==> config.mk <==
export PLATFORM = sky130hd
export DESIGN_NAME = stl_trap_unit
export DESIGN_NICKNAME = d
export VERILOG_FILES = /design/src/rtl/stl_bus_if.v /design/src/rtl/stl_lock_ctl.v /design/src/rtl/stl_trap_unit.v
export VERILOG_INCLUDE_DIRS = /design/src /design/src/pkg
export SDC_FILE = /design/constraint.sdc
export NUM_CORES = 1
export LEC_CHECK = 0
export BUFFER_PORTS_ARGS = -buffer_cell sky130_fd_sc_hd__clkbuf_2
export CAP_MARGIN = 25
export CORE_MARGIN = 4
export CORE_UTILIZATION = 55
export DETAILED_ROUTE_END_ITERATION = 8
export PLACE_DENSITY = 0.8
export SYNTH_ARGS = -nofsm -noshare
export SYNTH_HDL_FRONTEND = slang
export SYNTH_SLANG_ARGS = --single-unit
==> constraint.sdc <==
create_clock -name clk_sys -period 3.6 [get_ports clk_sys]
set_input_delay 0.18 -clock clk_sys [delete_from_list [all_inputs] [get_ports clk_sys]]
set_output_delay 0.18 -clock clk_sys [all_outputs]
set_load 0.02 [all_outputs]
==> src/pkg/stl_consts.vh <==
// constants for the software trap and bus lock unit
`ifndef STL_CONSTS_VH
`define STL_CONSTS_VH
// decoded command codes
`define STL_OP_TRAP_FIXED  4'h0
`define STL_OP_TRAP_IMM    4'h1
`define STL_OP_EMU_ENTRY   4'h2
`define STL_OP_OVF_TRAP    4'h3
`define STL_OP_EXT_ENTRY   4'h4
`define STL_OP_LOCK        4'h5
`define STL_OP_OVF_BRANCH  4'h6
`define STL_OP_EMU_RET     4'h7
`define STL_OP_NAT_CALL    4'h8
`define STL_OP_EXT_RET     4'h9
`define STL_OP_INT_RET     4'ha
// fixed vectors
`define STL_VEC_FIXED  8'h03
`define STL_VEC_OVF    8'h04
// flag word bit positions
`define STL_FLAG_STEP   8
`define STL_FLAG_INTEN  9
`define STL_FLAG_OVF    11
`define STL_FLAG_NATIVE 15
// extended address mode control register
`define STL_EAMC_ADDR    16'hff80
`define STL_EAMC_EXT_BIT 0
`define STL_EAMC_RST     8'h00
// stack step and vector word offsets
`define STL_SP_STEP   16'h0002
`define STL_VEC_HI    16'h0002
`endif

==> src/rtl/stl_bus_if.v <==
// single memory access handshake for the trap unit
`timescale 1ns/1ps
module stl_bus_if #(
	parameter AW = 20
) (
	input  wire          clk_sys,
	input  wire          resetn,
	input  wire          ce,
	input  wire          start,
	input  wire          we,
	input  wire [AW-1:0] addr,
	input  wire [15:0]   wdata,
	input  wire          ext,
	output wire          busy,
	output wire          done,
	output reg           mem_req,
	output reg           mem_we,
	output reg  [AW-1:0] mem_addr,
	output reg  [15:0]   mem_wdata,
	output reg           mem_ext,
	input  wire          mem_ack
);
	assign busy = mem_req;
	// ack only counts while a request stands and the clock is enabled
	assign done = mem_req & mem_ack & ce;

	always @(posedge clk_sys or negedge resetn) begin
		if (!resetn) begin
			mem_req   <= 1'b0;
			mem_we    <= 1'b0;
			mem_addr  <= {AW{1'b0}};
			mem_wdata <= 16'h0000;
			mem_ext   <= 1'b0;
		end else if (ce) begin
			if (start && !mem_req) begin
				mem_req   <= 1'b1;
				mem_we    <= we;
				mem_addr  <= addr;
				mem_wdata <= wdata;
				mem_ext   <= ext;
			end else if (mem_req && mem_ack) begin
				mem_req <= 1'b0;
				mem_we  <= 1'b0;
			end
		end
	end
endmodule

==> src/rtl/stl_lock_ctl.v <==
// bus lock window and hold refusal
`timescale 1ns/1ps
module stl_lock_ctl (
	input  wire clk_sys,
	input  wire resetn,
	input  wire ce,
	input  wire prefix,
	input  wire instr_done,
	input  wire rep_busy,
	input  wire small_mode,
	input  wire hold_req,
	output wire hold_grant,
	output wire bus_lock_n,
	output wire int_inhibit
);
	reg arm_q;
	reg arm_d;

	// RULE13: lock spans next instruction
	always @* begin
		arm_d = arm_q;
		if (prefix)
			arm_d = 1'b1;
		// RULE14: held until repeats finish
		else if (arm_q && instr_done && !rep_busy)
			arm_d = 1'b0;
	end

	always @(posedge clk_sys or negedge resetn) begin
		if (!resetn)
			arm_q <= 1'b0;
		else if (ce)
			arm_q <= arm_d;
	end

	// RULE15: small mode refuses hold instead
	assign bus_lock_n  = ~(arm_q & ~small_mode);
	assign hold_grant  = hold_req & ~(arm_q & small_mode);
	// RULE16: no interrupts or step break inside
	assign int_inhibit = arm_q;
endmodule

==> src/rtl/stl_trap_unit.v <==
// software trap, emulation entry, extended address entry, bus lock and overflow branch
//
// What the document requires
// RULE1: trap pushes flags, clears enables, pushes segment, counter
// RULE2: one-byte trap uses vector 3
// RULE3: imm8 trap vector at number times four
// RULE4: emulation entry pushes state, clears mode flag
// RULE5: emulation decode until return or native call
// RULE6: overflow set traps through vector 4
// RULE7: overflow clear just falls through
// RULE8: extended entry jumps, sets flag at FF80H
// RULE9: normal mode reads vector, then sets flag
// RULE10: extended mode reads vector with extended addressing
// RULE11: extended entry pushes nothing
// RULE12: only extended return clears extended flag
// RULE13: lock prefix locks next instruction
// RULE14: lock held across all repetitions
// RULE15: small mode refuses hold, no lock pin
// RULE16: no interrupts between prefix and instruction
// RULE17: software avoids lock before test-wait instruction
// RULE18: overflow branch adds signed 8-bit displacement
// RULE19: arithmetic flags never changed
`timescale 1ns/1ps
`include "stl_consts.vh"
module stl_trap_unit #(
	parameter AW = 20
) (
	input  wire          clk_sys,
	input  wire          resetn,
	input  wire          ce,
	input  wire          cmd_valid,
	input  wire [3:0]    cmd_op,
	input  wire [7:0]    cmd_imm,
	output wire          cmd_ready,
	input  wire [15:0]   pc_in,
	input  wire [15:0]   seg_in,
	input  wire [15:0]   ss_in,
	input  wire [15:0]   sp_in,
	input  wire [15:0]   psw_in,
	output reg           upd_valid,
	output reg  [15:0]   pc_out,
	output reg  [15:0]   seg_out,
	output reg  [15:0]   sp_out,
	output reg  [15:0]   psw_out,
	output wire          emu_mode,
	output wire          ext_addr_mode,
	output wire          mem_req,
	output wire          mem_we,
	output wire [AW-1:0] mem_addr,
	output wire [15:0]   mem_wdata,
	output wire          mem_ext,
	input  wire          mem_ack,
	input  wire [15:0]   mem_rdata,
	input  wire          io_wr,
	input  wire          io_rd,
	input  wire [15:0]   io_addr,
	input  wire [7:0]    io_wdata,
	output reg  [7:0]    io_rdata,
	input  wire          instr_done,
	input  wire          rep_busy,
	input  wire          small_mode,
	input  wire          hold_req,
	output wire          hold_grant,
	output wire          bus_lock_n,
	output wire          int_inhibit
);
	localparam S_IDLE = 3'd0;
	localparam S_VLO  = 3'd1;
	localparam S_VHI  = 3'd2;
	localparam S_PSW  = 3'd3;
	localparam S_SEG  = 3'd4;
	localparam S_PC   = 3'd5;

	reg  [2:0]    st_q;
	reg  [2:0]    st_d;
	reg  [3:0]    op_q;
	reg  [7:0]    vec_q;
	reg  [15:0]   tmp_off_q;
	reg  [15:0]   tmp_seg_q;
	reg  [15:0]   pc_q;
	reg  [15:0]   seg_q;
	reg  [15:0]   ss_q;
	reg  [15:0]   sp_q;
	reg  [15:0]   psw_q;
	reg           native_q;
	reg           ext_addr_q;
	reg           vext_q;
	reg           bus_we;
	reg  [AW-1:0] bus_addr;
	reg  [15:0]   bus_wdata;
	wire          bus_busy;
	wire          bus_done;
	wire          bus_start;
	wire          take;
	wire          lock_pulse;
	wire [15:0]   sp_dec;
	wire [15:0]   disp;
	wire [15:0]   vec_off;

	// physical address from segment and offset
	function [AW-1:0] phys;
		input [15:0] seg;
		input [15:0] off;
		reg   [19:0] sum;
		begin
			sum  = {seg, 4'h0} + {4'h0, off};
			phys = sum[AW-1:0];
		end
	endfunction

	assign cmd_ready  = (st_q == S_IDLE);
	assign take       = cmd_valid & cmd_ready & ce;
	assign lock_pulse = take & (cmd_op == `STL_OP_LOCK);
	assign sp_dec     = sp_q - `STL_SP_STEP;
	// RULE3: vector slot is number times four
	assign vec_off    = {6'h00, vec_q, 2'b00};
	// RULE18: sign-extend the displacement
	assign disp       = {{8{cmd_imm[7]}}, cmd_imm};
	assign bus_start  = (st_q != S_IDLE) & ~bus_busy;
	// RULE5: native flag low means emulation decode
	assign emu_mode      = ~native_q;
	assign ext_addr_mode = ext_addr_q;

	// bus request for the current step
	always @* begin
		bus_we    = 1'b1;
		bus_addr  = phys(ss_q, sp_dec);
		bus_wdata = psw_q;
		case (st_q)
			S_VLO: begin
				bus_we   = 1'b0;
				bus_addr = phys(16'h0000, vec_off);
			end
			S_VHI: begin
				bus_we   = 1'b0;
				bus_addr = phys(16'h0000, vec_off + `STL_VEC_HI);
			end
			S_SEG:
				bus_wdata = seg_q;
			S_PC:
				bus_wdata = pc_q;
			default:
				bus_wdata = psw_q;
		endcase
	end

	// step sequence
	always @* begin
		st_d = st_q;
		case (st_q)
			S_IDLE: begin
				if (take) begin
					if (cmd_op == `STL_OP_TRAP_FIXED || cmd_op == `STL_OP_TRAP_IMM ||
						cmd_op == `STL_OP_EMU_ENTRY || cmd_op == `STL_OP_EXT_ENTRY ||
						cmd_op == `STL_OP_NAT_CALL)
						st_d = S_VLO;
					// RULE6: only trap on overflow set
					else if (cmd_op == `STL_OP_OVF_TRAP && psw_in[`STL_FLAG_OVF])
						st_d = S_VLO;
				end
			end
			S_VLO:
				if (bus_done)
					st_d = S_VHI;
			S_VHI: begin
				// RULE11: extended entry skips every push
				if (bus_done)
					st_d = (op_q == `STL_OP_EXT_ENTRY) ? S_IDLE : S_PSW;
			end
			S_PSW:
				if (bus_done)
					st_d = S_SEG;
			S_SEG:
				if (bus_done)
					st_d = S_PC;
			S_PC:
				if (bus_done)
					st_d = S_IDLE;
			default:
				st_d = S_IDLE;
		endcase
	end

	always @(posedge clk_sys or negedge resetn) begin
		if (!resetn) begin
			st_q      <= S_IDLE;
			op_q      <= 4'h0;
			vec_q     <= 8'h00;
			tmp_off_q  <= 16'h0000;
			tmp_seg_q  <= 16'h0000;
			pc_q       <= 16'h0000;
			seg_q      <= 16'h0000;
			ss_q       <= 16'h0000;
			sp_q       <= 16'h0000;
			psw_q      <= 16'h0000;
			native_q   <= 1'b1;
			ext_addr_q <= 1'b0;
			vext_q     <= 1'b0;
			upd_valid  <= 1'b0;
			pc_out     <= 16'h0000;
			seg_out    <= 16'h0000;
			sp_out    <= 16'h0000;
			psw_out   <= 16'h0000;
			io_rdata  <= 8'h00;
		end else if (ce) begin
			st_q      <= st_d;
			upd_valid <= 1'b0;
			if (io_rd && io_addr == `STL_EAMC_ADDR)
				io_rdata <= {7'h00, ext_addr_q};
			if (take) begin
				op_q   <= cmd_op;
				pc_q   <= pc_in;
				seg_q  <= seg_in;
				ss_q   <= ss_in;
				sp_q   <= sp_in;
				psw_q  <= psw_in;
				// RULE9: vector read uses the mode at entry
				// RULE10: already extended means extended read
				vext_q <= ext_addr_q;
				pc_out <= pc_in;
				seg_out <= seg_in;
				sp_out <= sp_in;
				// RULE19: arithmetic flags pass through untouched
				psw_out <= psw_in;
				// RULE2: one-byte form uses vector 3
				if (cmd_op == `STL_OP_TRAP_FIXED)
					vec_q <= `STL_VEC_FIXED;
				else if (cmd_op == `STL_OP_OVF_TRAP)
					vec_q <= `STL_VEC_OVF;
				else
					vec_q <= cmd_imm;
				case (cmd_op)
					`STL_OP_OVF_BRANCH: begin
						upd_valid <= 1'b1;
						// RULE18: branch only on overflow set
						if (psw_in[`STL_FLAG_OVF])
							pc_out <= pc_in + disp;
					end
					`STL_OP_OVF_TRAP:
						// RULE7: overflow clear falls through
						upd_valid <= ~psw_in[`STL_FLAG_OVF];
					`STL_OP_EMU_RET: begin
						// RULE5: return to native decode
						native_q  <= 1'b1;
						upd_valid <= 1'b1;
					end
					`STL_OP_EXT_RET: begin
						// RULE12: dedicated return clears the flag
						ext_addr_q <= 1'b0;
						upd_valid  <= 1'b1;
					end
					`STL_OP_LOCK, `STL_OP_INT_RET:
						upd_valid <= 1'b1;
					default:
						upd_valid <= 1'b0;
				endcase
			end
			if (bus_done) begin
				case (st_q)
					S_VLO:
						tmp_off_q <= mem_rdata;
					S_VHI: begin
						tmp_seg_q <= mem_rdata;
						if (op_q == `STL_OP_EXT_ENTRY) begin
							// RULE8: jump and set the flag in the same cycle
							ext_addr_q <= 1'b1;
							pc_out     <= tmp_off_q;
							seg_out    <= mem_rdata;
							upd_valid  <= 1'b1;
						end
					end
					S_PSW: begin
						// RULE1: flags pushed first, then cleared
						sp_q <= sp_dec;
						if (op_q == `STL_OP_EMU_ENTRY) begin
							// RULE4: emulation entry clears mode flag
							native_q <= 1'b0;
							psw_out[`STL_FLAG_NATIVE] <= 1'b0;
						end else if (op_q == `STL_OP_NAT_CALL) begin
							native_q <= 1'b1;
							psw_out[`STL_FLAG_NATIVE] <= 1'b1;
						end else begin
							psw_out[`STL_FLAG_INTEN] <= 1'b0;
							psw_out[`STL_FLAG_STEP]  <= 1'b0;
						end
					end
					S_SEG:
						// RULE1: segment base pushed second
						sp_q <= sp_dec;
					S_PC: begin
						// RULE1: program counter pushed last
						sp_q      <= sp_dec;
						sp_out    <= sp_dec;
						pc_out    <= tmp_off_q;
						seg_out   <= tmp_seg_q;
						upd_valid <= 1'b1;
					end
					default:
						sp_q <= sp_q;
				endcase
			end
			// RULE12: software may set but never clear the flag here
			// placed last so a set wins over a clear in the same cycle
			if (io_wr && io_addr == `STL_EAMC_ADDR && io_wdata[`STL_EAMC_EXT_BIT])
				ext_addr_q <= 1'b1;
		end
	end

	// one access at a time keeps ordering of pushes obvious
	stl_bus_if #(
		.AW (AW)
	) u_bus (
		.clk_sys   (clk_sys),
		.resetn    (resetn),
		.ce        (ce),
		.start     (bus_start),
		.we        (bus_we),
		.addr      (bus_addr),
		.wdata     (bus_wdata),
		.ext       (vext_q),
		.busy      (bus_busy),
		.done      (bus_done),
		.mem_req   (mem_req),
		.mem_we    (mem_we),
		.mem_addr  (mem_addr),
		.mem_wdata (mem_wdata),
		.mem_ext   (mem_ext),
		.mem_ack   (mem_ack)
	);

	stl_lock_ctl u_lock (
		.clk_sys     (clk_sys),
		.resetn      (resetn),
		.ce          (ce),
		.prefix      (lock_pulse),
		.instr_done  (instr_done),
		.rep_busy    (rep_busy),
		.small_mode  (small_mode),
		.hold_req    (hold_req),
		.hold_grant  (hold_grant),
		.bus_lock_n  (bus_lock_n),
		.int_inhibit (int_inhibit)
	);
endmodule

Word-level counts from Yosys, hierarchy flattened

Index checks and enable logic that the tools add are counted.

Output and inout bits: 118
Register bits: 236
Word-level logic and storage cells: 165
Bits of input ports: 143

Mux-type cells: 62
Bitwise gates (word level): 15
Eq/ne operators: 27
$add $sub $neg: 4
Reduce and logical (&&, ||, !) cells: 31

Operators with widths:

| cell                                                                   | count |
|---|---|
| 16-bit two-way mux                                                     | 14 |
| 16-bit one-hot mux with 2 select lines                                 | 4 |
| 20-bit one-hot mux with 2 select lines                                 | 1 |
| 1-bit two-way mux                                                      | 25 |
| 3-bit two-way mux                                                      | 8 |
| 20-bit by 16-bit adder with 20-bit output                              | 1 |
| 4-bit by 3-bit equality test with 1-bit output (second input constant) | 5 |
| 3-bit one-hot mux with 6 select lines                                  | 1 |
| 16-bit adder                                                           | 1 |
| 16-bit equality test (second input constant)                           | 1 |
| 4-bit equality test (second input constant)                            | 4 |
| 8-bit two-way mux                                                      | 2 |
| 16-bit by 2-bit subtractor with 16-bit output (second input constant)  | 1 |
| 4-bit by 2-bit equality test with 1-bit output (second input constant) | 3 |
| 2-bit AND reduction                                                    | 6 |
| 10-bit by 2-bit adder with 11-bit output (second input constant)       | 1 |
| 2-bit two-way mux                                                      | 5 |
| 2-bit inequality test (second input constant)                          | 5 |
| 1-bit AND                                                              | 9 |
| 1-bit logical AND                                                      | 8 |
| 8-bit AND reduction                                                    | 1 |
| 3-bit by 2-bit equality test with 1-bit output (second input constant) | 2 |
| 3-bit equality test (second input constant)                            | 2 |
| 1-bit inverter                                                         | 6 |
| other kinds (16)                                                       | 23 |

Logic depth before layout (Yosys ltp)

Gate-level depths: netlist (run 1).

Word-level depth: 8
Mapped depth: 15
Depth with buffers taken out: 14

Hierarchy

Synthesis (run 1) repeated with hierarchy kept, for this count alone.

Cells, all modules: 1237
Area total of the unflattened synthesis: 11853.9 um^2

By module, submodules not included:

| module        | times used | area each (um^2) | cells an instance | sequential area each (um^2) |
|---|---|---|---|---|
| stl_trap_unit | 1          | 10233.6          | 1141              | 4580.6 |
| stl_bus_if    | 1          | 1565.3           | 91                | 975.9 |
| stl_lock_ctl  | 1          | 55.1             | 5                 | 25.0 |

Worst setup path before layout (run 1)

No wires, ideal clock.

Kind: register -> register
From: register sp_q[5]
To: register u_bus.mem_addr[14]
Path buffers: 0
Library setup time: 122 ps
Period minus slack after synthesis: 3166 ps
Cell stages (with the launch flop): 12
Data required time: 3478 ps
Setup slack: 434 ps
Arrival time: 3044 ps
Cells stage by stage: dfrtp_1 > nor4_4 > nand2_1 > or3_1 > xnor2_1 > ha_1 > nand3_1 > o2111ai_1 > a2111oi_2 > nor2_1 > or3_1 > a32o_1

Longest elaborated chain between the ends: 3

RTL lines:

| element                                                        | line                | source |
|---|---|---|
| from (decl)                                                    | stl_trap_unit.v:83  | `reg [15:0] sp_q;` |
| from (signal assigned)                                         | stl_trap_unit.v:215 | `sp_q <= sp_in;` |
| from (signal assigned)                                         | stl_trap_unit.v:274 | `sp_q <= sp_dec;` |
| from (signal assigned)                                         | stl_trap_unit.v:289 | `sp_q <= sp_dec;` |
| 16-bit by 2-bit subtractor with 16-bit output (no source line) | --                  |  |
| 20-bit by 16-bit adder with 20-bit output                      | stl_trap_unit.v:106 | `sum = {seg, 4'h0} + {4'h0, off};` |
| 20-bit one-hot mux with 2 select lines                         | stl_trap_unit.v:129 | `case (st_q)` |
| to (signal assigned)                                           | stl_bus_if.v:31     | `mem_addr <= {AW{1'b0}};` |
| to (signal assigned)                                           | stl_bus_if.v:38     | `mem_addr <= addr;` |
| to (decl)                                                      | stl_bus_if.v:18     | `output reg [AW-1:0] mem_addr,` |

No other way between the ends.
A chain may end at the register's enable or synchronous reset.

Final worst setup path (run 1)

From: register sp_q[3]
To: register u_bus.mem_addr[14]

Same word-level chain as after synthesis.

==> results of run 1 <==
logic make-up after synthesis:
| family | after synthesis |
|---|---|
| AO/OA/AOI/OAI | 300 |
| XOR/XNOR | 40 |
| adder cells (fa/ha/maj) | 32 |
| buffers and inverters | 104 |
| flip-flops | 223 |
| multiplexers | 54 |
| other | 1 |
| AND/OR/NAND/NOR | 506 |
layout by cell type, fill, tap and decap left out, drive strengths merged, types with 13 or more instances in the layout:
cell type    Yosys  final
a222oi          18     18
a22o            14     14
clkbuf          49    278
mux2i           20     20
nand2          373    373
dfrtp          222    222
nor3            14     14
a21oi           63     63
xnor2           22     22
dlygate4sd3      0    105
nand3           17     17
o21ai          104    104
o22ai           13     13
nor2            63     63
inv             17     17
ha              30     30
buf             38     26
a22oi           13     13
mux2            34     34
xor2            18     18
power breakdown:
group / switching [uW] / internal, uW / total, uW
sequential: 938 / 3630 / 4570
clock: 1020 / 1360 / 2380
combinational: 3280 / 2100 / 5380
through the flow:
| step | setup TNS (ns) | cells | setup slack, ns |
|---|---|---|---|
| floorplan | 0 | 1266 | 0.434 |
| global placement | 0 | 1718 | 0.161 |
| detailed placement | 0 | 1718 | 0.0746 |
| CTS | 0 | 1864 | 0.0522 |
| global route | -0.0196 | 1867 | -0.0196 |
| finish | 0 | 1867 | 0.101 |
what timing repair did:
action | in CTS | in global routing
hold endpoints to repair | 187 | 0
setup buffers | 0 | 1
gates resized for setup | 0 | 16
endpoints found under the setup margin | 0 | 5
hold buffers | 105 | 0
worst paths after layout:
| path | startpoint | end | slack [ns] |
|---|---|---|---|
| min in group asynchronous | resetn | sp_out[3] | 0.14 |
| setup / recovery | sp_q[3] | u_bus.mem_addr[14] | 0.10 |
| setup reg to reg | sp_q[3] | u_bus.mem_addr[14] | 0.10 |
| hold / removal | cmd_op[2] | op_q[2] | 0.03 |
| max in group asynchronous | resetn | tmp_seg_q[2] | 2.54 |
| hold reg to reg | pc_q[11] | pc_q[11] | 0.48 |
final cells by class:
| type | count | area [um^2] |
|---|---|---|
| repair buffers | 376 | 2500 |
| clock buffers | 33 | 664 |
| multi-input cells | 939 | 5510 |
| fillers | 1451 | 5620 |
| inverters | 17 | 63.8 |
| clock inverters | 8 | 81.3 |
| diodes | 1 | 2.50 |
| flip-flops and latches | 223 | 5580 |
| well taps | 270 | 338 |
worst reg2reg max path, delay by kind of cell, from the launching register on:
family | cells | cell delay, ns
flip-flops | 1 | 0.47
adder cells (fa/ha/maj) | 1 | 0.37
AO/OA/AOI/OAI | 3 | 0.91
XOR/XNOR | 1 | 0.18
AND/OR/NAND/NOR | 6 | 1.45
routing by layer:
layer,routed length [um],global-route usage (%),up-vias
li1,-,-,4994
met1,14600,42.2,5172
met2,16500,46.4,620
met3,3380,5.82,91
met4,1240,10.7,0
met5,0,0,-
==> results.tsv, run 1 <==
stage	metric	value	unit
finish	share of cells above drive strength 1	23.1	%
pwr	maximum vdd ir drop	0.545	mV
placed_design	dpl hpwl	24.4	mm
grt	vias in the first global route	10700	
sta	worst slew pin tran	0.896	ns
synthesis	most frequent cell after synthesis	nand2_1	
finish	max FFs per register	20	
synthesis	synthesis-stage register bit count	223	
drt	WL/cell	19.1	um
synthesis	Top FF cell, synth	dfrtp_1	
flow_run	max_cap viols	0	
clock_tree	TritonCTS buffer count	24	
sta	Final Slew Violations	0	
sta	Fmax	0.286	GHz
synthesis	synth top area cells	dfrtp_1 (49%), nand2_1 (12%), o21ai_0 (4.5%), mux2_2 (3.3%), ha_1 (3.3%)	
grt	largest net degree at the start of global routing	105	
drt	final WL	35.7	mm
drt	via-per-instance ratio	5.83	
sta	relative slew slack	40.0	%
synthesis	adder-cell share of the synthesized area	3.63	%
floorplan	width of the die	152	um
pwr	Leak	0.00726	uW
setup_path	kind of critical path	reg -> reg	
finish	final std cell area, no fill	14700	um^2
drt	DRC	0	
outcome	status	finished, final reports clean	
grt	first-pass GRT wire length	57.0	mm
floorplan	Die Y	152	um
min_path	hold path depth	3	
synthesis	Synth Area in Compound Gates	16.7	%
synthesis	top cells by count, synth	nand2_1 (372), dfrtp_1 (222), o21ai_0 (102)	
synthesis	synth warn	0	
grt	initial antenna violation count	1	
synthesis	multiplexer area fraction after synthesis	5.09	%
placed_design	buffers added on ports	246	
clock_tree	Max Root-Sink Buffers	3	
clock_tree	CTS HTree Levels	1	
min_path	worst min path class	in -> reg	
sta	Finish-stage setup viols	0	
setup_path	Critical Path AT	3.91	ns
drt	DR iter-0 viols	1119	
synthesis	simple-gate share of the synthesized area	18.5	%
finish	area grow syn2layout	28.8	%
synthesis	ys async rst share	100	%
sta	Worst Clk Skew	0.0117	ns
setup_path	Most common cell on crit path	or3_1	
sta	Final Hold Fails	0	
clock_tree	CTS root buffer	clkbuf_16	
setup_path	Crit-path slowest cell	dfrtp_2	
finish	final core utilization	72.4	%
synthesis	Netlist cell types	68	
drt	Vias	10900	
grt	Total GRT Usage	29.9	%
clock_tree	# clock sinks	223	
sta	period utilisation layout	97.2	%
synthesis	Seq/Total Area, Yosys	48.8	%
setup_path	stages on the worst setup path	11	
clock_tree	Worst-Skew Late Latency	0.53	ns
sta	Fin Hold WS	0.0339	ns
synthesis	largest area contributor in the netlist	dfrtp_1	
synthesis	largest family of logic cells by synthesized area	simple AND/OR/NAND/NOR gates	
floorplan	row count	52	
finish	Final nets	1756	
drt	total iterations of the first detailed-routing run	6	
placed_design	dpl cell area	12900	um^2
floorplan	Die Area	23200	um^2
clock_tree	clk slew on worst S/H paths	0.06	ns
floorplan	Boundary Pins	261	
pwr	PD cells	836	nW/um^2
synthesis	share of the synthesized area in the top cell type	48.5	%
synthesis	XOR/XNOR share of the synthesized area	3.13	%
setup_path	CP Data Required Time	4.01	ns
setup_path	Setup crit end kind	flip-flop	
setup_path	CP startpoint kind	flip-flop	
grt	grt ovf	0	
pwr	Pwr Total	12300	uW
setup_path	crit-path cells	nor4_4 -> nand2_1 -> or3_1 -> xnor2_2 -> ha_1 -> nand3_1 -> o2111ai_1 -> a2111oi_2 -> nor2_1 -> or3_1 -> a32o_1	
setup_path	critical path peak fanout	7	
setup_path	Critical Path Max Stage Delay	0.47	ns
floorplan	Initial Util	56.2	%
clock_tree	CTS tree	built	
sta	minimum clock period	3.50	ns
placed_design	gpl congestion	0.946	
finish	Biggest register	u_bus.mem_addr	
synthesis	Mapped Area	11400	um^2
drt	Post-DRT Antenna Nets	0	
floorplan	CORE AREA	20400	um^2
synthesis	Mean Syn Cell Area	9.09	um^2
setup_path	WP buf/inv	0	
synthesis	Post-synth EDFFs	0	
synthesis	Syn Inst Count	1260	
setup_path	Reg2Reg Depth	11	
setup_path	Crit path max-delay family	simple AND/OR/NAND/NOR gates	
(Power assumes the default switching activity.)
==> run 2: changes to the inputs <==
--- a/config.mk
+++ b/config.mk
@@ -12,6 +12,8 @@
 export CORE_UTILIZATION = 55
 export DETAILED_ROUTE_END_ITERATION = 8
 export PLACE_DENSITY = 0.8
+export RECOVER_POWER = 25
 export SYNTH_ARGS = -nofsm -noshare
 export SYNTH_HDL_FRONTEND = slang
+export SYNTH_HIERARCHICAL = 1
 export SYNTH_SLANG_ARGS = --single-unit
==> results.tsv, run 2 <==
stage	metric	value	unit	change
sta	unrepaired setup endpoints after global routing	no		
finish	max FFs per register	20		unchanged
synthesis	Seq/Total Area, Yosys	47.1	%	was 48.8%
synthesis	share of the synthesized area in the top cell type	46.9	%	was 48.5%
clock_tree	CTS tree	built		unchanged
placed_design	gpl congestion	0.901		was 0.946
synthesis	ys async rst share	100	%	unchanged
synthesis	Mean Syn Cell Area	9.58	um^2	was 9.09 um^2
sta	relative slew slack	-65.6	%	was 40.0%
drt	WL/cell	20.5	um	was 19.1 um
setup_path	crit path capture	u_bus/mem_addr[19]		was u_bus.mem_addr[14]
grt	first-pass GRT wire length	60.0	mm	was 57.0 mm
drt	Post-DRT Antenna Nets	0		unchanged
clock_tree	# clock sinks	223		unchanged
synthesis	synth top area cells	dfrtp_1 (47%), nand2_1 (9.6%), mux2_2 (4.5%), o21ai_0 (3.4%), ha_1 (3.2%)		was dfrtp_1 (49%), nand2_1 (12%), o21ai_0 (4.5%), mux2_2 (3.3%), ha_1 (3.3%)
floorplan	Die Area	24000	um^2	was 23200 um^2
finish	most frequent cells in the layout	nand2_1 (302), clkbuf_2 (247), dfrtp_1 (222)		was nand2_1 (372), clkbuf_2 (245), dfrtp_1 (221)
synthesis	Netlist cell types	79		was 68
setup_path	Reg2Reg Depth	12		was 11
setup_path	CP Data Required Time	4.00	ns	was 4.01 ns
synthesis	Syn Inst Count	1237		was 1260
drt	Vias	10900		about the same
sta	Final Hold Fails	0		unchanged
synthesis	synthesis-stage register bit count	223		unchanged
synthesis	top cells by count, synth	nand2_1 (303), dfrtp_1 (222), o21ai_0 (80)		was nand2_1 (372), dfrtp_1 (222), o21ai_0 (102)
setup_path	Critical Path AT	3.81	ns	was 3.91 ns
synthesis	synth warn	6		was 0
placed_design	dpl hpwl	26.2	mm	was 24.4 mm
grt	largest net degree at the start of global routing	99		was 105
setup_path	R2R Setup Slk	0.19	ns	was 0.10 ns
setup_path	R2R Path Start	sp_q[5]		was sp_q[3]
finish	Antenna diodes	0		was 1
grt	vias in the first global route	11100		was 10700
setup_path	Setup crit end kind	flip-flop		unchanged
floorplan	Boundary Pins	261		unchanged
clock_tree	CTS root buffer	clkbuf_16		unchanged
placed_design	buffers added on ports	246		unchanged
finish	share of cells above drive strength 1	26.1	%	was 23.1%
clock_tree	Max Root-Sink Buffers	3		unchanged
sta	minimum clock period	3.41	ns	was 3.50 ns
sta	Finish-stage setup viols	0		unchanged
drt	via-per-instance ratio	5.85		was 5.83
floorplan	width of the die	155	um	was 152 um
pwr	PD cells	824	nW/um^2	was 836 nW/um^2
grt	Total GRT Usage	31.2	%	was 29.9%
floorplan	CORE AREA	21100	um^2	was 20400 um^2
clock_tree	TritonCTS buffer count	25		was 24
clock_tree	clk slew on worst S/H paths	0.06	ns	about the same
pwr	maximum vdd ir drop	0.551	mV	was 0.545 mV
sta	Fmax	0.293	GHz	was 0.286 GHz
drt	DR iter-0 viols	1154		was 1119
sta	Fin Hold WS	0.00376	ns	was 0.0339 ns
sta	Final Slew Violations	99		was 0
sta	Worst Clk Skew	0.0154	ns	was 0.0117 ns
floorplan	Initial Util	56.2	%	about the same
floorplan	row count	53		was 52
synthesis	Post-synth EDFFs	0		unchanged
finish	Final nets	1747		was 1756
sta	period utilisation layout	94.8	%	was 97.2%
setup_path	critical path peak fanout	6		was 7
pwr	Leak	0.00759	uW	was 0.00726 uW
setup_path	crit path from	sp_q[5]		was sp_q[3]
setup_path	CP startpoint kind	flip-flop		unchanged
flow_run	max_cap viols	1		was 0
min_path	worst min path class	in -> reg		unchanged
clock_tree	Worst-Skew Late Latency	0.53	ns	about the same
synthesis	Top FF cell, synth	dfrtp_1		unchanged
synthesis	largest area contributor in the netlist	dfrtp_1		unchanged
grt	initial antenna violation count	1		unchanged
drt	DRC	0		unchanged
outcome	violated checks	max-capacitance violations, max-slew violations		
outcome	status	complete, but fails checks		was finished, final reports clean
drt	final WL	38.2	mm	was 35.7 mm
synthesis	most frequent cell after synthesis	nand2_1		unchanged
setup_path	kind of critical path	reg -> reg		unchanged
synthesis	Mapped Area	11900	um^2	was 11400 um^2
grt	grt ovf	0		unchanged
finish	Biggest register	u_bus/mem_addr		was u_bus.mem_addr
sta	Post-Route Setup TNS	0	ns	unchanged
sta	worst slew pin tran	2.48	ns	was 0.896 ns
clock_tree	CTS HTree Levels	1		unchanged
setup_path	Critical R2R Capture	u_bus/mem_addr[19]		was u_bus.mem_addr[14]
finish	area grow syn2layout	28.2	%	was 28.8%
drt	total iterations of the first detailed-routing run	8		was 6
finish	commonest non-fill, non-tap cell in the layout	nand2_1		unchanged
floorplan	Die Y	155	um	was 152 um
-- run 2: cell count changes after synthesis, moves of 8 or more --
cell | before | now
o21ai_0 | 102 | 80
clkbuf_1 | 49 | 35
o21ai_1 | 2 | 11
a21boi_0 | 4 | 13
mux2_4 | 0 | 19
mux2_2 | 34 | 47
nand2_1 | 372 | 303
nand3_1 | 17 | 6
a22oi_1 | 13 | 21
-- run 2: per-layer routing --
layer  vias to the layer above  GRT usage, %  share of wire, %
li1                       5008             -                 -
met1                      5218          40.4                40
met2                       574          53.1                48
met3                        99          4.76               7.7
met4                         2          11.7               4.1
met5                         -             0             0.018
-- run 2: where the power goes --
part           total, uW  switching (uW)  internal [uW]
sequential          4500             896           3610
clock               2580            1050           1520
combinational       5440            3120           2320
total              12500            5070           7450
-- run 2: critical path, stage by stage (launching register included) --
cell	delay, ns
dfrtp_1	0.42
or3_4	0.43
or3b_4	0.46
nor3_4	0.18
xor2_2	0.20
ha_1	0.26
a21oi_1	0.21
o21ai_1	0.11
a21o_1	0.20
o211a_1	0.22
o2111ai_1	0.24
mux2i_1	0.12
mux2_2	0.26
-- run 2: cell families (layout without fill, tap and decap cells) --
kind of cell,Yosys count,after routing,share of synthesized area (%)
and+or+nand+nor,450,450,16.6
AOI/OAI and AO/OA,301,301,16.6
DFF,223,223,47.1
buffers and inverters,105,452,4.44
muxes,93,93,9.19
adders and majority gates,32,32,3.50
xor gates and xnor gates,32,32,2.55
other,1,7,0.0316
-- run 2: worst min path at each step --
stage	from	endpoint	slack (ns)	depth (start not counted)
after detailed placement	resetn	ss_q[13]	0.26	1
after global placement	resetn	ss_q[13]	0.26	1
after global routing	pc_in[12]	pc_q[12]	0.02	3
after floorplan	resetn	ext_addr_mode	-0.12	0
final	pc_in[12]	pc_q[12]	0.004	3
after CTS	pc_in[12]	pc_q[12]	0.004	3
-- run 2: area by class of cell --
cell class | count | area (um^2)
fill | 1496 | 5900
timing repair buffer | 388 | 2570
clock buffer | 33 | 706
clock inverter | 12 | 125
multi-input combinational | 915 | 5800
inverter | 19 | 71.3
tap | 275 | 344
sequential | 223 | 5580
-- run 2: repair_timing --
item                                   CTS  global route
hold buffers                           109             0
resized for setup                        0             6
setup endpoints to repair                0             5
endpoints found under the hold margin  236             0
setup buffers                            0             7
-- run 2: stage by stage --
| step | area, um^2 | worst slack [ns] | cells | utilization [%] | power, uW |
|---|---|---|---|---|---|
| final | 15200 | 0.189 | 1865 | 72.0 | 12500 |
| after global routing | 15200 | 0.0111 | 1865 | 72.0 | 13200 |
| after global placement | 13200 | 0.139 | 1704 | 62.7 | 9440 |
| after CTS | 15100 | 0.0348 | 1858 | 71.8 | 12300 |
| after floorplan | 11900 | 0.382 | 1243 | - | 8010 |
| after detailed placement | 13200 | 0.0592 | 1704 | 62.7 | 9610 |
==> run 3: changes to the inputs <==
--- a/config.mk
+++ b/config.mk
@@ -6,7 +6,7 @@
 export SDC_FILE = /design/constraint.sdc
 export NUM_CORES = 1
 export LEC_CHECK = 0
-export BUFFER_PORTS_ARGS = -buffer_cell sky130_fd_sc_hd__clkbuf_2
+export BUFFER_PORTS_ARGS = -buffer_cell sky130_fd_sc_hd__buf_2
 export CAP_MARGIN = 25
 export CORE_MARGIN = 4
 export CORE_UTILIZATION = 55
==> results.tsv, run 3 (same netlist as run 2, synthesis figures left out) <==
stage	metric	value	unit	change
sta	Final Slew Violations	140		was 99
grt	met3 Use GR	5.93	%	was 4.76%
finish	area grow syn2layout	27.8	%	was 28.2%
sta	minimum clock period	3.46	ns	was 3.41 ns
pwr	maximum vdd ir drop	0.601	mV	was 0.551 mV
finish	Final nets	1744		was 1747
placed_design	buffers added on ports	246		unchanged
clock_tree	CTS HTree Levels	1		unchanged
drt	via-per-instance ratio	5.94		was 5.85
setup_path	Setup crit end kind	flip-flop		unchanged
setup_path	CP startpoint kind	flip-flop		unchanged
drt	Vias	11100		was 10900
clock_tree	CTS root buffer	clkbuf_16		unchanged
floorplan	width of the die	155	um	unchanged
setup_path	Critical Path AT	3.87	ns	was 3.81 ns
finish	final std cell area, no fill	15200	um^2	about the same
min_path	worst min path class	in -> reg		unchanged
floorplan	CORE AREA	21100	um^2	unchanged
clock_tree	Worst-Skew Late Latency	0.54	ns	was 0.53 ns
outcome	status	complete, but fails checks		unchanged
grt	largest net degree at the start of global routing	140		was 99
sta	relative slew slack	-29.1	%	was -65.6%
outcome	violated checks	design-rule violations, max-capacitance violations, max-slew violations		was max-capacitance violations, max-slew violations
drt	total iterations of the first detailed-routing run	9		was 8
sta	period utilisation layout	96.1	%	was 94.8%
placed_design	pre-CTS WS	0.0828	ns	was 0.0592 ns
clock_tree	TritonCTS buffer count	25		unchanged
drt	WL/cell	20.7	um	was 20.5 um
sta	Fmax	0.289	GHz	was 0.293 GHz
grt	vias in the first global route	11200		was 11100
clock_tree	# clock sinks	223		unchanged
grt	grt ovf	0		unchanged
grt	met1 Resource Use GR	40.9	%	was 40.4%
floorplan	row count	53		unchanged
drt	DR iter-0 viols	1034		was 1154
pwr	Leak	0.00744	uW	was 0.00759 uW
sta	unrepaired setup endpoints after global routing	yes		was no
setup_path	kind of critical path	reg -> reg		unchanged
placed_design	gpl congestion	0.917		was 0.901
drt	DRC	1		was 0
floorplan	Initial Util	56.2	%	unchanged
grt	first-pass GRT wire length	60.4	mm	was 60.0 mm
grt	Total GRT Usage	31.6	%	was 31.2%
flow_run	max_cap viols	1		unchanged
pwr	PD cells	818	nW/um^2	was 824 nW/um^2
sta	Final Worst Setup Slack	0.141	ns	was 0.189 ns
sta	Worst Clk Skew	0.0159	ns	was 0.0154 ns
clock_tree	Max Root-Sink Buffers	3		unchanged
floorplan	Die Area	24000	um^2	unchanged
clock_tree	CTS tree	built		unchanged
finish	commonest non-fill, non-tap cell in the layout	nand2_1		unchanged
finish	share of cells above drive strength 1	23.6	%	was 26.1%
drt	final WL	38.5	mm	was 38.2 mm
clock_tree	clk slew on worst S/H paths	0.07	ns	was 0.06 ns
grt	Most Crowded Layer GR	met2		unchanged
finish	Antenna diodes	0		unchanged
grt	met2 GRT Util	53.1	%	about the same
setup_path	critical path peak fanout	6		unchanged
floorplan	Die Y	155	um	unchanged
finish	Biggest register	u_bus/mem_addr		unchanged
drt	Post-DRT Antenna Nets	0		unchanged
sta	Final Hold Fails	0		unchanged
sta	worst slew pin tran	1.94	ns	was 2.48 ns
placed_design	dpl cell area	13200	um^2	about the same
finish	Finished Layout Cells	1861		was 1865
placed_design	dpl cells	1705		was 1704
floorplan	Boundary Pins	261		unchanged
finish	final-layout fill cell count	1530		was 1496
finish	most frequent cells in the layout	nand2_1 (302), dfrtp_1 (222), buf_2 (211)		was nand2_1 (302), clkbuf_2 (247), dfrtp_1 (222)
placed_design	dpl hpwl	26.1	mm	was 26.2 mm
grt	initial antenna violation count	1		unchanged
setup_path	CP Data Required Time	4.01	ns	was 4.00 ns
sta	Finish-stage setup viols	0		unchanged
finish	max FFs per register	20		unchanged
finish	final core utilization	71.9	%	was 72.0%
## run 3: cell count changes in the layout (fill, tap and decap cells not counted), moves of 2 or more
cell / change
clkbuf_2: -247
buf_2: +211
clkbuf_1: +36
buf_4: -3
clkbuf_8: -2
clkinv_2: -2
dlygate4sd3_1: +2
## run 3: final timing paths
kind / start / to / slack (ns) / cells after the start
max in group asynchronous: resetn / seg_out[1] / 1.54 / 3
max reg2reg: sp_q[5] / u_bus/mem_addr[19] / 0.14 / 12
min in group asynchronous: resetn / ss_q[13] / 0.64 / 2
min: ce / upd_valid / 0.03 / 3
max: sp_q[5] / u_bus/mem_addr[19] / 0.14 / 12
min reg2reg: pc_q[9] / pc_q[9] / 0.48 / 2
## run 3: critical path, cell delays in order (launching register included)
cell	delay, ns
dfrtp_1	0.42
or3_4	0.44
or3b_4	0.46
nor3_4	0.17
xor2_2	0.24
ha_1	0.27
a21oi_1	0.18
o21ai_0	0.14
a21o_1	0.21
o211a_1	0.22
o2111ai_1	0.23
mux2i_1	0.11
mux2_2	0.26
## run 3: repair_timing
item | in CTS | in global routing
hold buffers | 111 | 0
endpoints found under the setup margin | 0 | 5
hold endpoints to repair | 279 | 0
resized for setup | 0 | 8
buffers inserted | 0 | 1
## run 3: power breakdown
part / switching [uW] / internal [uW] / total, uW
clock: 1070 / 1490 / 2560
combinational: 3100 / 2220 / 5320
sequential: 913 / 3600 / 4520
total: 5080 / 7320 / 12400
## run 3: metal layers
layer,wire length (um),up-vias
met5,11,-
met4,1710,2
met1,14700,5301
li1,-,4999
met3,3290,125
met2,18700,632
## run 3: through the flow
| step | total power (uW) | hold slack (ns) | TNS, ns |
|---|---|---|---|
| final | 12400 | 0.0253 | 0 |
| after global routing | 13100 | 0.0340 | -0.0388 |
| after CTS | 12300 | 0.0119 | 0 |
| after detailed placement | 9570 | 0.373 | 0 |
| after global placement | 9420 | 0.370 | 0 |
| after floorplan | 8010 | -0.116 | 0 |
## run 3: layout make-up
type                       instances  area (um^2)  share of cell area [%]
multi-input combinational        915         5820                    38.4
tap                              275          344                    2.27
sequential                       223         5580                    36.8
timing repair buffer             385         2510                    16.6
inverter                          19         71.3                   0.471
clock buffer                      33          686                    4.53
clock inverter                    11          135                   0.892
